$ cat config.mk
export PLATFORM = sky130hd
export DESIGN_NAME = usb_port_line_control
export DESIGN_NICKNAME = d
export VERILOG_FILES = /design/src/rtl/usb_port_line.v /design/src/rtl/usb_port_line_control.v
export VERILOG_INCLUDE_DIRS = /design/src /design/src/rtl
export SDC_FILE = /design/constraint.sdc
export NUM_CORES = 1
export LEC_CHECK = 0
export ABC_AREA = 1
export BUFFER_PORTS_ARGS = -buffer_cell sky130_fd_sc_hd__buf_2
export CAP_MARGIN = 25
export CORE_UTILIZATION = 40
export CTS_CLUSTER_DIAMETER = 60
export DETAILED_ROUTE_END_ITERATION = 6
export HOLD_SLACK_MARGIN = 0.02
export PLACE_DENSITY_LB_ADDON = 0.08
export SLEW_MARGIN = 20
export SYNTH_ARGS = -nofsm -noshare
export SYNTH_HDL_FRONTEND = slang
export SYNTH_SLANG_ARGS = --single-unit
$ cat constraint.sdc
create_clock -name clk_sys -period 4.5 [get_ports clk_sys]
set_input_delay 0.45 -clock clk_sys [delete_from_list [all_inputs] [get_ports clk_sys]]
set_output_delay 0.45 -clock clk_sys [all_outputs]
set_load 0.02 [all_outputs]
$ cat src/rtl/usb_port_ctrl_regs.vh
// register map and field layout of the per-engine usb port control register
// assumes it is included by bare name from the design files under rtl/
`ifndef USB_PORT_CTRL_REGS_VH
`define USB_PORT_CTRL_REGS_VH

// ---------------------------------------------------------------
// register offsets, one control register per serial engine
// ---------------------------------------------------------------
`define ENGINE1_PORT_CONTROL_ADDR 16'hc08a
`define ENGINE2_PORT_CONTROL_ADDR 16'hc0aa

// ---------------------------------------------------------------
// field positions
// ---------------------------------------------------------------
`define PB_DP_STATUS_BIT      15
`define PB_DM_STATUS_BIT      14
`define PA_DP_STATUS_BIT      13
`define PA_DM_STATUS_BIT      12
`define PB_LOW_SPEED_BIT      11
`define PA_LOW_SPEED_BIT      10
`define HOST_MODE_BIT         9
`define PB_RESISTORS_BIT      8
`define PA_RESISTORS_BIT      7
`define PB_FORCE_MSB          6
`define PB_FORCE_LSB          5
`define PA_FORCE_MSB          4
`define PA_FORCE_LSB          3
`define SUSPEND_BIT           2
`define PB_FRAME_MARK_BIT     1
`define PA_FRAME_MARK_BIT     0
`define CTRL_WRITABLE_MSB     11

// ---------------------------------------------------------------
// reset values and force-field codes
// ---------------------------------------------------------------
`define CTRL_RESET            12'h000
`define FORCE_NORMAL          2'h0
`define FORCE_SE0             2'h2
`define FORCE_J               2'h1
`define FORCE_K               2'h3

`endif

$ cat src/rtl/usb_port_line.v
// one usb port: line synchroniser, pull resistor steering, line forcing,
// transmit/receive gating and frame-marker enables
// assumes dpIn/dmIn may be asynchronous and all controls come from clk_sys
`timescale 1ns/1ps

module usb_port_line
(
  input  wire       clk_sys,     // system clock
  input  wire       rst,         // async reset, active high
  input  wire       dpIn,        // d+ level from pad
  input  wire       dmIn,        // d- level from pad
  input  wire       lowSpeed,    // speed select of this port
  input  wire       hostMode,    // engine role
  input  wire       resistorsOn, // pull resistor enable of this port
  input  wire [1:0] forceState,  // line forcing code
  input  wire       portActive,  // port select points here
  input  wire       suspend,     // suspend of the engine
  input  wire       frameMarkOn, // frame marker enable of this port
  input  wire       txDp,        // engine transmit d+
  input  wire       txDm,        // engine transmit d-
  input  wire       txEn,        // engine transmit enable
  output reg        dpStatus,    // synchronised d+
  output reg        dmStatus,    // synchronised d-
  output reg        pullUpDp,    // pull-up on d+
  output reg        pullUpDm,    // pull-up on d-
  output reg        pullDownDp,  // pull-down on d+
  output reg        pullDownDm,  // pull-down on d-
  output reg        dpOut,       // d+ drive level
  output reg        dmOut,       // d- drive level
  output reg        lineOeN,     // low while driving both lines
  output reg        xcvrPowerDown, // transceiver power down
  output reg        rxValid,     // received levels are meaningful
  output reg        sofGen,      // start-of-frame generation enabled
  output reg        eopGen       // keep-alive end-of-packet enabled
);
`include "usb_port_ctrl_regs.vh"

  // ---------------------------------------------------------------
  // synchroniser; first stage is read by the second stage only
  // ---------------------------------------------------------------
  reg dpMeta;
  reg dmMeta;

  // two flops per line so status reads are free of metastability
  always @(posedge clk_sys or posedge rst)
  begin
    if (rst)
    begin
      dpMeta   <= 1'b0;
      dmMeta   <= 1'b0;
      dpStatus <= 1'b0;
      dmStatus <= 1'b0;
    end
    else
    begin
      dpMeta   <= dpIn;
      dmMeta   <= dmIn;
      dpStatus <= dpMeta;
      dmStatus <= dmMeta;
    end
  end

  // ---------------------------------------------------------------
  // line control, all outputs registered
  // ---------------------------------------------------------------
  // j is the idle level: d+ high at full speed, d- high at low speed
  wire jDp = ~lowSpeed;
  wire jDm = lowSpeed;

  always @(posedge clk_sys or posedge rst)
  begin
    if (rst)
    begin
      pullUpDp      <= 1'b0;
      pullUpDm      <= 1'b0;
      pullDownDp    <= 1'b0;
      pullDownDm    <= 1'b0;
      dpOut         <= 1'b0;
      dmOut         <= 1'b0;
      lineOeN       <= 1'b1;
      xcvrPowerDown <= 1'b0;
      rxValid       <= 1'b0;
      sofGen        <= 1'b0;
      eopGen        <= 1'b0;
    end
    else
    begin
      // pulls stay on in suspend so the lines can still show a wakeup
      pullDownDp <= resistorsOn & hostMode;
      pullDownDm <= resistorsOn & hostMode;
      pullUpDp   <= resistorsOn & ~hostMode & ~lowSpeed;
      pullUpDm   <= resistorsOn & ~hostMode & lowSpeed;
      xcvrPowerDown <= suspend;
      // receive only on the selected port and never in suspend
      rxValid <= portActive & ~suspend;
      // markers only in host role; the speed bit picks which one
      sofGen <= hostMode & frameMarkOn & portActive & ~suspend & ~lowSpeed;
      eopGen <= hostMode & frameMarkOn & portActive & ~suspend & lowSpeed;
      // forcing ignores the port select, so either port can be forced
      case (forceState)
        `FORCE_SE0:
        begin
          dpOut   <= 1'b0;
          dmOut   <= 1'b0;
          lineOeN <= 1'b0;
        end
        `FORCE_J:
        begin
          dpOut   <= jDp;
          dmOut   <= jDm;
          lineOeN <= 1'b0;
        end
        `FORCE_K:
        begin
          dpOut   <= jDm;
          dmOut   <= jDp;
          lineOeN <= 1'b0;
        end
        default:
        begin
          // normal operation: engine drives the active port when awake
          dpOut   <= txDp;
          dmOut   <= txDm;
          lineOeN <= ~(txEn & portActive & ~suspend);
        end
      endcase
    end
  end

endmodule // usb_port_line

$ cat src/rtl/usb_port_line_control.v
// two engines' usb control registers, reachable from the internal processor
// port and the parallel host port, plus four port line controllers
// assumes both access ports are synchronous to clk_sys; pads are async
//
// Notes on behaviour
// - bits 15:12 show live d+/d- of B, A
// - bit 11 set means port B low speed
// - bit 10 set means port A low speed
// - bit 9 set host role, clear device
// - device role serves only the selected port; the code still applies the pull-ups on the unselected port too
// - bit 8 clear disconnects all port B pulls
// - bit 7 clear disconnects all port A pulls
// - host role: pull-downs on both data lines
// - device role: one pull-up, d- if low speed
// - force fields 6:5 B, 4:3 A, ignore select
// - force codes: 00 normal, 10 se0, 01 j, 11 k
// - bit 2 suspends transceivers, keeps line monitoring
// - both processor and parallel host port access registers
// - two identical registers at c08a and c0aa
// - bits 1,0 enable frame markers in host role
`timescale 1ns/1ps

module usb_port_line_control
#(
  parameter ENGINES = 2 // number of serial engines
)
(
  input  wire                    clk_sys,       // system clock, 125 MHz
  input  wire                    rst,           // async reset, active high
  // internal processor register port
  input  wire [15:0]             cpuAddr,       // byte address
  input  wire                    cpuWr,         // write strobe
  input  wire                    cpuRd,         // read strobe
  input  wire [15:0]             cpuWdata,      // write data
  output reg  [15:0]             cpuRdata,      // read data
  output reg                     cpuRdValid,    // read data valid pulse
  // parallel host port register access
  input  wire [15:0]             hostAddr,      // byte address
  input  wire                    hostWr,        // write strobe
  input  wire                    hostRd,        // read strobe
  input  wire [15:0]             hostWdata,     // write data
  output reg  [15:0]             hostRdata,     // read data
  output reg                     hostRdValid,   // read data valid pulse
  // per engine: port select from the host count register, transmit path
  input  wire [ENGINES-1:0]      portSelB,      // 1 selects port B
  input  wire [ENGINES-1:0]      txDp,          // engine transmit d+
  input  wire [ENGINES-1:0]      txDm,          // engine transmit d-
  input  wire [ENGINES-1:0]      txEn,          // engine transmit enable
  output wire [ENGINES-1:0]      hostRole,      // engine in host role
  output wire [ENGINES-1:0]      suspended,     // engine suspended
  // per port, index = engine*2 + (0 for A, 1 for B)
  input  wire [2*ENGINES-1:0]    dpIn,          // d+ pad level
  input  wire [2*ENGINES-1:0]    dmIn,          // d- pad level
  output wire [2*ENGINES-1:0]    lowSpeed,      // port low speed
  output wire [2*ENGINES-1:0]    pullUpDp,      // d+ pull-up on
  output wire [2*ENGINES-1:0]    pullUpDm,      // d- pull-up on
  output wire [2*ENGINES-1:0]    pullDownDp,    // d+ pull-down on
  output wire [2*ENGINES-1:0]    pullDownDm,    // d- pull-down on
  output wire [2*ENGINES-1:0]    dpOut,         // d+ drive level
  output wire [2*ENGINES-1:0]    dmOut,         // d- drive level
  output wire [2*ENGINES-1:0]    lineOeN,       // low while driving
  output wire [2*ENGINES-1:0]    xcvrPowerDown, // transceiver off
  output wire [2*ENGINES-1:0]    rxDp,          // received d+
  output wire [2*ENGINES-1:0]    rxDm,          // received d-
  output wire [2*ENGINES-1:0]    rxValid,       // receive path live
  output wire [2*ENGINES-1:0]    sofGen,        // frame starts enabled
  output wire [2*ENGINES-1:0]    eopGen         // keep-alive markers enabled
);
`include "usb_port_ctrl_regs.vh"

  // ---------------------------------------------------------------
  // storage: writable bits 11:0 per engine, status bits are live
  // ---------------------------------------------------------------
  reg  [11:0]           ctrl [0:ENGINES-1]; // control bits per engine
  wire [2*ENGINES-1:0]  dpStatus;           // synchronised d+ per port
  wire [2*ENGINES-1:0]  dmStatus;           // synchronised d- per port
  wire [15:0]           readWord [0:ENGINES-1]; // assembled read value

  // address of each engine's register; this block only knows two
  function [15:0] engineAddr;
    input integer e;
    begin
      engineAddr = (e == 0) ? `ENGINE1_PORT_CONTROL_ADDR : `ENGINE2_PORT_CONTROL_ADDR;
    end
  endfunction

  genvar e;
  generate
    for (e = 0; e < ENGINES; e = e + 1)
    begin : engine
      wire cpuHit  = (cpuAddr == engineAddr(e));
      wire hostHit = (hostAddr == engineAddr(e));

      // ---------------------------------------------------------------
      // control register write
      // ---------------------------------------------------------------
      // processor wins a same-cycle write clash; host write is dropped
      always @(posedge clk_sys or posedge rst)
      begin
        if (rst)
          ctrl[e] <= `CTRL_RESET;
        else if (cpuWr && cpuHit)
          ctrl[e] <= cpuWdata[`CTRL_WRITABLE_MSB:0];
        else if (hostWr && hostHit)
          ctrl[e] <= hostWdata[`CTRL_WRITABLE_MSB:0];
      end

      // read value: live line status above the writable bits
      assign readWord[e] = {dpStatus[2*e+1], dmStatus[2*e+1],
                            dpStatus[2*e], dmStatus[2*e], ctrl[e]};

      assign hostRole[e]  = ctrl[e][`HOST_MODE_BIT];
      assign suspended[e] = ctrl[e][`SUSPEND_BIT];
      assign lowSpeed[2*e+1] = ctrl[e][`PB_LOW_SPEED_BIT];
      assign lowSpeed[2*e]   = ctrl[e][`PA_LOW_SPEED_BIT];
      assign rxDp[2*e+1:2*e] = dpStatus[2*e+1:2*e];
      assign rxDm[2*e+1:2*e] = dmStatus[2*e+1:2*e];

      // ---------------------------------------------------------------
      // port B line controller
      // ---------------------------------------------------------------
      usb_port_line portB
      (
        .clk_sys       (clk_sys),
        .rst           (rst),
        .dpIn          (dpIn[2*e+1]),
        .dmIn          (dmIn[2*e+1]),
        .lowSpeed      (ctrl[e][`PB_LOW_SPEED_BIT]),
        .hostMode      (ctrl[e][`HOST_MODE_BIT]),
        .resistorsOn   (ctrl[e][`PB_RESISTORS_BIT]),
        .forceState    (ctrl[e][`PB_FORCE_MSB:`PB_FORCE_LSB]),
        .portActive    (portSelB[e]),
        .suspend       (ctrl[e][`SUSPEND_BIT]),
        .frameMarkOn   (ctrl[e][`PB_FRAME_MARK_BIT]),
        .txDp          (txDp[e]),
        .txDm          (txDm[e]),
        .txEn          (txEn[e]),
        .dpStatus      (dpStatus[2*e+1]),
        .dmStatus      (dmStatus[2*e+1]),
        .pullUpDp      (pullUpDp[2*e+1]),
        .pullUpDm      (pullUpDm[2*e+1]),
        .pullDownDp    (pullDownDp[2*e+1]),
        .pullDownDm    (pullDownDm[2*e+1]),
        .dpOut         (dpOut[2*e+1]),
        .dmOut         (dmOut[2*e+1]),
        .lineOeN       (lineOeN[2*e+1]),
        .xcvrPowerDown (xcvrPowerDown[2*e+1]),
        .rxValid       (rxValid[2*e+1]),
        .sofGen        (sofGen[2*e+1]),
        .eopGen        (eopGen[2*e+1])
      );

      // ---------------------------------------------------------------
      // port A line controller
      // ---------------------------------------------------------------
      usb_port_line portA
      (
        .clk_sys       (clk_sys),
        .rst           (rst),
        .dpIn          (dpIn[2*e]),
        .dmIn          (dmIn[2*e]),
        .lowSpeed      (ctrl[e][`PA_LOW_SPEED_BIT]),
        .hostMode      (ctrl[e][`HOST_MODE_BIT]),
        .resistorsOn   (ctrl[e][`PA_RESISTORS_BIT]),
        .forceState    (ctrl[e][`PA_FORCE_MSB:`PA_FORCE_LSB]),
        .portActive    (~portSelB[e]),
        .suspend       (ctrl[e][`SUSPEND_BIT]),
        .frameMarkOn   (ctrl[e][`PA_FRAME_MARK_BIT]),
        .txDp          (txDp[e]),
        .txDm          (txDm[e]),
        .txEn          (txEn[e]),
        .dpStatus      (dpStatus[2*e]),
        .dmStatus      (dmStatus[2*e]),
        .pullUpDp      (pullUpDp[2*e]),
        .pullUpDm      (pullUpDm[2*e]),
        .pullDownDp    (pullDownDp[2*e]),
        .pullDownDm    (pullDownDm[2*e]),
        .dpOut         (dpOut[2*e]),
        .dmOut         (dmOut[2*e]),
        .lineOeN       (lineOeN[2*e]),
        .xcvrPowerDown (xcvrPowerDown[2*e]),
        .rxValid       (rxValid[2*e]),
        .sofGen        (sofGen[2*e]),
        .eopGen        (eopGen[2*e])
      );
    end
  endgenerate

  // ---------------------------------------------------------------
  // read mux: combinational select, registered data
  // ---------------------------------------------------------------
  reg [15:0] next_cpuRdata;  // word the processor will see
  reg [15:0] next_hostRdata; // word the host port will see
  integer    i;

  // unmapped addresses read as zero rather than stale data
  always @*
  begin
    next_cpuRdata  = 16'h0000;
    next_hostRdata = 16'h0000;
    for (i = 0; i < ENGINES; i = i + 1)
    begin
      if (cpuAddr == engineAddr(i))
        next_cpuRdata = readWord[i];
      if (hostAddr == engineAddr(i))
        next_hostRdata = readWord[i];
    end
  end

  // read data lands one edge after the strobe and holds until next read
  always @(posedge clk_sys or posedge rst)
  begin
    if (rst)
    begin
      cpuRdata    <= 16'h0000;
      cpuRdValid  <= 1'b0;
      hostRdata   <= 16'h0000;
      hostRdValid <= 1'b0;
    end
    else
    begin
      cpuRdValid  <= cpuRd;
      hostRdValid <= hostRd;
      if (cpuRd)
        cpuRdata <= next_cpuRdata;
      if (hostRd)
        hostRdata <= next_hostRdata;
    end
  end

endmodule // usb_port_line_control
==> metrics.cfg, run 1 <==
[outcome]
status=completed

[clock_tree]
htree_levels=3
tritoncts=built
cts_resized=0
cts_sinks=112
clock_latency_ps=360
hold_buffers=0
cts.clk_slew.worst_paths_ps=70
postCtsSetupBuffers=0
cts_root_buffer=clkbuf_16
cts_inserted_buffers=9
cts_buffer_depth=2

[worst_setup_path]
worstPathCellList=buf_2, nor2_1, nand2_2, nor2_4, nand3_4, nand2_1, nand2_1, nand2_1
slowest_stage=nor2_4
crit_required_ps=4790
crit_arrival_ps=2490
crit_path_start_kind=primary input
reg2reg_from=lowSpeed[1]$_DFFE_PP0P_
critPathKind=primary input to flop
end_kind=flop
critical_path.top_delay_family=simple AND/OR/NAND/NOR gates
rrSetupSlack_ps=3220
r2r-end=engine[0].portB.eopGen$_DFF_PP0_
crit_buf_inv=1
cp_common_cell=nand2_1
ff2ff_path_depth=2
cp_max_fo=29
cpPeakStageDelay_ps=620

[routing]
drt-total-wl_um=14100
met2_length_um=6680
drtIter0Drc=307
first_pass_iters=5
drt-met1-wl_um=6090
via_per_inst=4.97
dr_wl_met3_um=930
antenna_left=0
route.vias.total=4589
wl_per_cell_um=15.3
post-route-drc-count=0
top_layer=met4

[pwr]
power_density_nw_per_um2=322
cellLeakagePower_uw=0.00352
ir_worst_vdd_mv=0.166

[hold_path]
holdPathEnd=engine[1].portA.dpMeta$_DFF_PP0_
holdPathStages=1
hp-class=primary input to flop
holdCritStartpoint=dpIn[2]

[sta]
setup_viol=0
finalCritPeriodShare_pct=48.7
holdWs_ps=193
finalHoldViolCount=0
max_slew_margin_pct=49.7
final_max_slew_viol_count=0
fin_tns_setup_ps=0
fin_skew_ps=7.58
rsz0062_at_grt=false
tightest_slew_ps=755
max_freq_mhz=456
finalCriticalPeriod_ps=2190

[logic_synthesis]
synth_top_area_share_pct=48.8
syn_area_per_cell_um2=8.53
synth_warnings=0
ys_ff_latch=112
netlist_area_um2=5540
synth-seq-area-share_pct=50.7
synth_nets=735
syn_inst=649
synth_area_leader_cell=dfrtp_1
synthTopCellsByArea=dfrtp_1 49%, nand2_1 12%, nand3_1 8.8%, buf_4 8.4%, inv_1 3.9%
synth_cell_type_count=28

[floorplan]
die_w_um=120
initial_core_util_pct=41.5
die_h_um=120
io_pins=180
dieArea_um2=14300
core_area_um2=13300
fp-row-count=42

[layout]
mostFrequentLayoutCell=nand2_1
syn_to_final_growth_pct=13.9
fin_area_um2=6300
fin_nets=829
antenna_cells=0
mostFrequentLayoutCells=175 x nand2_1, 171 x buf_2, 108 x dfrtp_1, 97 x nand3_1, 57 x inv_1
fill_cells=1341
final_util_pct=47.2
drive_above_1_share_pct=29.3

[placement]
place_congestion=0.846
placed_area_um2=5990
place_hpwl_um=10300
port_buffers=171

[grt]
grt_pass1_vias=4369
grt_max_degree=84
antenna_found_initial=0
grt_usage_pct=20.6
grt_first_pass_wirelength_um=22500
grt.overflow.total=0

[job]
drv_cap=0

[cells in the mapped netlist (all sizes together)]
cell type / count
nand4: 16
dfstp: 4
nor2: 42
o221ai: 8
nand2: 179
or2: 3
nand3: 100
clkinv: 2
inv: 58
o21ai: 13
o21bai: 9
dfrtp: 108
a21oi: 4
clkbuf: 12
nor4: 4
buf: 79
nor3: 8
[stage by stage]
step | cells | setup WS (ps) | total power (µW)
after floorplan | 649 | 1100 | 1150
after global placement | 908 | 1980 | 1210
after detailed placement | 908 | 1940 | 1210
after CTS | 924 | 2320 | 2060
after global routing | 924 | 2080 | 2110
final | 924 | 2310 | 2030
[final cells by class]
| class | count | area [µm²] | share of cell area [%] |
|---|---|---|---|
| clock inverters | 2 | 37.5 | 0.595 |
| clock buffers | 14 | 274 | 4.35 |
| inverters | 60 | 230 | 3.65 |
| flip-flops and latches | 112 | 2810 | 44.5 |
| repair buffers | 174 | 878 | 13.9 |
| multi-input cells | 386 | 1860 | 29.5 |
| well taps | 176 | 220 | 3.49 |
[power breakdown]
group	total [µW]	internal (µW)	switching, µW
registers	1040	1030	10.3
clock network	839	478	361
logic	150	53.0	97.0
total	2030	1560	468
[flip-flops by register name, summed over array words and instances (netlist names), 4 cells and up]
| register | count |
|---|---|
| hostRdata | 16 |
| lowSpeed | 4 |
| cpuRdata | 16 |
| ctrl | 16 |
[cells by family after synthesis]
| logic type | count (synthesis) | synth area share [%] |
|---|---|---|
| compound gates | 34 | 4.09 |
| buf+inv | 151 | 15.7 |
| flops | 112 | 50.7 |
| simple gates | 352 | 29.5 |
[metal layers]
metal / GRT usage [%] / vias up
li1: - / 2206
met1: 26.7 / 2195
met2: 32.7 / 161
met3: 4.47 / 27
met4: 10.1 / 0
met5: 0 / -
[worst max-delay path by stage]
| stage | start | end | slack, ps | depth (start not counted) |
|---|---|---|---|---|
| final | cpuAddr[0] | lowSpeed[2]$_DFFE_PP0P_ | 2310 | 8 |
| after global routing | cpuAddr[7] | ctrl[1]$_DFFE_PP0P_ | 2080 | 9 |
| after CTS | cpuAddr[6] | lowSpeed[2]$_DFFE_PP0P_ | 2320 | 8 |
| after detailed placement | cpuAddr[6] | lowSpeed[2]$_DFFE_PP0P_ | 1940 | 8 |
| after global placement | cpuAddr[0] | lowSpeed[2]$_DFFE_PP0P_ | 1980 | 8 |
| after floorplan | rst | cpuRdValid$_DFF_PP0_ | 1100 | 1 |
Note: power is estimated with default switching activity, not from simulation.
==> run 2, diff against run 1 <==
--- a/config.mk
+++ b/config.mk
@@ -6,7 +6,7 @@
 export SDC_FILE = /design/constraint.sdc
 export NUM_CORES = 1
 export LEC_CHECK = 0
-export ABC_AREA = 1
+export ABC_AREA = 0
 export BUFFER_PORTS_ARGS = -buffer_cell sky130_fd_sc_hd__buf_2
 export CAP_MARGIN = 25
 export CORE_UTILIZATION = 40
==> constraint.sdc (replaced) <==
create_clock -name clk_sys -period 1.9 [get_ports clk_sys]
set_input_delay 0.19 -clock clk_sys [delete_from_list [all_inputs] [get_ports clk_sys]]
set_output_delay 0.19 -clock clk_sys [all_outputs]
set_load 0.02 [all_outputs]
==> metrics.cfg, run 2 <==
[outcome]
status=finished, violations left
violations=negative hold slack

[logic_synthesis]
synth_xor_area_share_pct=0
netlist_area_um2=5260
synth_top_family_by_area=compound AO/OA/AOI/OAI gates
synth_warnings=0
synth_fa_ha_area_share_pct=0
ys_ff_latch=112
synthTopCellsByArea=dfrtp_1 51%, buf_4 8.8%, mux2i_1 4.6%, mux2_2 3.4%, nor3b_1 2.9%
async_reset_ff_share_pct=100
synth-simple-area-share_pct=9.58
synth_top_area_share_pct=51.4
synth_nets=532
synth-seq-area-share_pct=53.4
synth_cell_type_count=37
syn_inst=446
synth_most_common_cell=dfrtp_1
synth.top_cells.by_count=108 x dfrtp_1, 62 x buf_4, 26 x clkbuf_1, 24 x mux2i_1, 20 x nor3b_1
synth_area_leader_cell=dfrtp_1
dominantRegCellSynth=dfrtp_1
synth-edff-count=0
synth_mux_area_share_pct=7.99
syn_area_per_cell_um2=11.8
synth_compound_area_share_pct=16.7

[clock_tree]
cts_buffer_depth=2
cts.clk_slew.worst_paths_ps=80
cts_root_buffer=clkbuf_16
clock_latency_ps=350
htree_levels=3
cts_inserted_buffers=9
cts_sinks=112
postCtsSetupBuffers=0
tritoncts=built

[sta]
fin_skew_ps=8.79
setup_viol=0
fin_tns_setup_ps=0
max_freq_mhz=675
tightest_slew_ps=613
rsz0062_at_grt=false
final_max_slew_viol_count=0
finalCritPeriodShare_pct=78.0
finalHoldViolCount=12
holdWs_ps=-35.3
max_slew_margin_pct=59.1
finalCriticalPeriod_ps=1480

[pwr]
seqPwrFrac_pct=53.9
clkPwrFrac_pct=38.5
switchingPower_uw=1070
ir_worst_vdd_mv=0.410
intPower_uw=3450
switching_share_pct=23.8
p_comb_share_pct=7.6
power_density_nw_per_um2=724
cellLeakagePower_uw=0.00303

[worst_setup_path]
crit_path_start_kind=primary input
critPathKind=primary input to flop
reg2reg_from=hostRole[0]$_DFFE_PP0P_
end_kind=flop
critical_path.top_delay_family=simple AND/OR/NAND/NOR gates
cpPeakStageDelay_ps=550
slowest_stage=or4b_4
crit_buf_inv=2
crit_required_ps=2140
ff2ff_path_depth=2
cp_max_fo=48
rrSetupSlack_ps=700
worstPathCellList=buf_2, or4b_4, nor4_4, buf_12, nor3b_1, a21oi_1
r2r-end=hostRdata[9]$_DFFE_PP0P_
crit_arrival_ps=1720

[layout]
drive_above_1_share_pct=39.5
final_util_pct=49.1
largest_registers=cpuRdata x16, ctrl x16, hostRdata x16
fin_nets=637
syn_to_final_growth_pct=18.7
mostFrequentLayoutCell=buf_2
mostFrequentLayoutCells=171 x buf_2, 108 x dfrtp_1, 24 x mux2i_1, 20 x nor3b_1
finalNonFillerCells=728
fill_cells=1202

[floorplan]
die_h_um=117
initial_core_util_pct=41.4
dieArea_um2=13600
die_w_um=117
fp-row-count=41
io_pins=180
core_area_um2=12700

[routing]
wl_per_cell_um=18.0
drtIter0Drc=270
route.vias.total=3843
post-route-drc-count=0
via_per_inst=5.28
antenna_left=0
drt-total-wl_um=13100
first_pass_iters=7

[hold_path]
hp-class=primary input to async pin

[grt]
grt_first_pass_wirelength_um=20000
grt.overflow.total=0
grt_pass1_vias=3637
grt_usage_pct=20.0
grt_max_degree=113
antenna_found_initial=2

[placement]
place_hpwl_um=8940
dp_cells=701
port_buffers=171
place_congestion=0.726

[job]
drv_cap=0

==> run 2: cell types whose count changed in the layout (fill, tap and decap cells not counted), moves of 12 or more <==
cell,previous run,this run
o2bb2ai_1,0,16
nand4_1,16,1
mux2_2,0,16
a32o_1,0,12
nand3b_1,0,13
nor2_1,27,10
o21a_1,0,12
a32oi_1,0,12
nor3b_1,0,20
nand3_1,97,4
mux2i_1,0,24
nand2_1,175,5
a22o_1,0,16
inv_1,57,7
==> run 2: worst reg2reg max path, delay by kind of cell, from the launching register on <==
| kind | cells | cell delay (ps) |
|---|---|---|
| AO/OA/AOI/OAI | 1 | 280 |
| flip-flops | 1 | 560 |
| multiplexers | 1 | 260 |
==> run 2: worst max path at each step <==
| stage | from | to | cells past startpoint |
|---|---|---|---|
| after floorplan | cpuAddr[0] | ctrl[8]$_DFFE_PP0P_ | 6 |
| after global placement | cpuAddr[0] | ctrl[15]$_DFFE_PP0P_ | 6 |
| after detailed placement | cpuAddr[0] | ctrl[12]$_DFFE_PP0P_ | 6 |
| after CTS | cpuAddr[0] | lowSpeed[1]$_DFFE_PP0P_ | 6 |
| after global routing | cpuAddr[0] | ctrl[18]$_DFFE_PP0P_ | 6 |
| final | cpuAddr[0] | ctrl[16]$_DFFE_PP0P_ | 6 |
==> run 2: final cells by class <==
cell class	count	area, µm²	area share [%]
clock buffers	10	229	3.67
inverters	8	33.8	0.541
well taps	172	215	3.45
flip-flops and latches	112	2810	45.0
clock inverters	5	33.8	0.541
multi-input cells	228	1810	28.9
repair buffers	192	1120	17.9
diodes	1	2.50	0.0401
==> run 2: metal layers <==
layer  share of wire [%]  GRT usage [%]  routed length (µm)  vias to the layer above
li1                    -              -                   -                     1781
met3                 7.7           6.38                1000                       14
met5               0.099              0                  13                        -
met2                  47           30.5                6110                      143
met4                 1.4           6.41                 179                        2
met1                  44           27.2                5780                     1903
==> run 2: timing repair <==
| action | in CTS | in global routing |
|---|---|---|
| endpoints found under the hold margin | 13 | 0 |
| endpoints found under the setup margin | 0 | 0 |
| hold buffers | 11 | 0 |
| gates resized for setup | 0 | 0 |
==> run 2: cells by family after synthesis <==
logic type      Yosys count
mux                      40
simple gates             72
flops                   112
buf+inv                 106
compound gates          116
==> run 2: metrics by stage <==
step / cell area (µm²) / power (µW) / hold WS [ps] / setup WS, ps
CTS: 6240 / 4570 / 29.0 / 428
global route: 6240 / 4690 / 35.2 / 315
finish: 6240 / 4520 / -35.3 / 418
floorplan: 5270 / 2680 / 221 / 234
detailed placement: 5870 / 2820 / 300 / 59.1
global placement: 5870 / 2810 / 298 / 93.6
==> run 2: power groups by stage <==
stage,logic (µW),registers (µW),clock network [µW]
after floorplan,201,2480,0
after detailed placement,334,2480,0
final,346,2440,1740
after global routing,380,2440,1870
after global placement,330,2480,0
after CTS,352,2440,1780
==> run 3, diff against run 2 <==
==> constraint.sdc (replaced) <==
create_clock -name clk_sys -period 1.4 [get_ports clk_sys]
set_input_delay 0.14 -clock clk_sys [delete_from_list [all_inputs] [get_ports clk_sys]]
set_output_delay 0.14 -clock clk_sys [all_outputs]
set_load 0.02 [all_outputs]
==> metrics.cfg, run 3 (same netlist as run 2, synthesis figures left out) <==
[clock_tree]
clock_latency_ps=350
htree_levels=3
cts_inserted_buffers=9
cts_root_buffer=clkbuf_16
cts.clk_slew.worst_paths_ps=70
cts_sinks=112
tritoncts=built
cts_buffer_depth=2

[placement]
place_congestion=0.779
port_buffers=171
place_hpwl_um=9500
placed_area_um2=6050
dp_worst_setup_slack_ps=-425

[sta]
max_slew_margin_pct=67.5
max_freq_mhz=701
final_max_slew_viol_count=0
fin_tns_setup_ps=-135
setup_ws_ps=-25.7
tightest_slew_ps=487
rsz0062_at_grt=true
holdWs_ps=63.7
finalCritPeriodShare_pct=102
setup_viol=8
finalCriticalPeriod_ps=1430
fin_skew_ps=5.21
finalHoldViolCount=0

[routing]
antenna_left=0
drtIter0Drc=286
wl_per_cell_um=18.7
first_pass_iters=4
drt-total-wl_um=14000
post-route-drc-count=0
via_per_inst=5.25
route.vias.total=3923

[layout]
fin_nets=655
regArea_um2=2810
mostFrequentLayoutCells=170 x buf_2, 107 x dfrtp_1, 24 x mux2i_1, 16 x a22o_1, 16 x mux2_2
syn_to_final_growth_pct=26.6
drive_above_1_share_pct=45.6
largest_registers=cpuRdata x16, ctrl x16, hostRdata x16
fin_area_um2=6660
fill_cells=1166
multi_input_area_um2=1940
mostFrequentLayoutCell=buf_2

[floorplan]
dieArea_um2=13600
core_area_um2=12700
die_h_um=117
initial_core_util_pct=41.4
fp-row-count=41
die_w_um=117
io_pins=180

[outcome]
status=finished, violations left
violations=negative setup slack

[worst_setup_path]
cp_max_fo=6
reg2reg_from=ctrl[5]$_DFFE_PP0P_
startpoint=cpuAddr[12]
end_kind=flop
critPathKind=primary input to flop
crit_required_ps=1650
crit_arrival_ps=1670
crit_path_start_kind=primary input

[job]
drv_cap=0

[pwr]
power_density_nw_per_um2=954
finalPower_uw=6360
ir_worst_vdd_mv=0.649
cellLeakagePower_uw=0.00323

[grt]
grt_usage_pct=21.2
antenna_found_initial=2
grt_pass1_vias=3863
grt_max_degree=41
grt.overflow.total=0
grt_first_pass_wirelength_um=21400

[hold_path]
holdCritStartpoint=cpuWdata[5]
hp-class=primary input to flop

## run 3: cell types whose count changed in the layout (fill, tap and decap cells not counted), moves of 4 or more
| cell | previous run | this run |
|---|---|---|
| buf_12 | 6 | 10 |
| buf_4 | 4 | 11 |
| nor3b_1 | 20 | 9 |
| nor3b_2 | 0 | 10 |
| o2bb2ai_1 | 16 | 6 |
| o2bb2ai_2 | 0 | 10 |
## run 3: final cells by class
class / count / share of cell area [%]
antenna: 1 / 0.0376
clock buffer: 12 / 3.85
clock inverter: 4 / 0.545
inverter: 8 / 0.507
multi-input combinational: 228 / 29.2
sequential: 112 / 42.2
tap: 172 / 3.23
timing repair buffer: 210 / 20.5
## run 3: timing repair
item | CTS | global route
pin swaps | 4 | 4
setup buffers | 3 | 1
hold buffers | 14 | 0
endpoints found under the hold margin | 28 | 0
resized for setup | 7 | 15
gates cloned | 3 | 1
setup endpoints to repair | 6 | 25
## run 3: worst paths after layout
path                                                      endpoint  slack, ps  cells past startpoint
max in group asynchronous        engine[1].portA.lineOeN$_DFF_PP1_        470                      4
worst max-delay path                           ctrl[5]$_DFFE_PP0P_        -30                      8
worst min register to register  engine[0].portB.dpStatus$_DFF_PP0_        350                      0
worst max register to register            hostRdata[5]$_DFFE_PP0P_        260                      2
worst min-delay path                          ctrl[17]$_DFFE_PP0P_         60                      3
min in group asynchronous                 suspended[1]$_DFFE_PP0P_        360                      3
## run 3: where the power goes
part           switching, µW  total [µW]  internal, µW
Clock                   1200        2530          1330
Sequential              19.2        3310          3290
Combinational            299         517           218
Total                   1520        6360          4830
## run 3: metrics by stage
step / cells / utilization (%)
after CTS: 746 / 51.8
after global routing: 746 / 52.3
after global placement: 710 / 47.5
after floorplan: 446 / -
after detailed placement: 710 / 47.5
final: 747 / 52.4
## run 3: layer usage
| metal | GRT usage, % | share of wire, % | vias to the layer above |
|---|---|---|---|
| met4 | 7.68 | 1.7 | 2 |
| met1 | 28.7 | 45 | 1933 |
| met2 | 33.3 | 47 | 150 |
| met3 | 4.72 | 6.5 | 22 |
| li1 | - | - | 1816 |
| met5 | 0 | 0.072 | - |
## run 3: critical path: stages
cell and delay [ps]:
buf_6 90, or4b_4 540, nor4_4 300, buf_6 190, buf_12 120, buf_16 110
nand3b_1 70, o21a_1 110
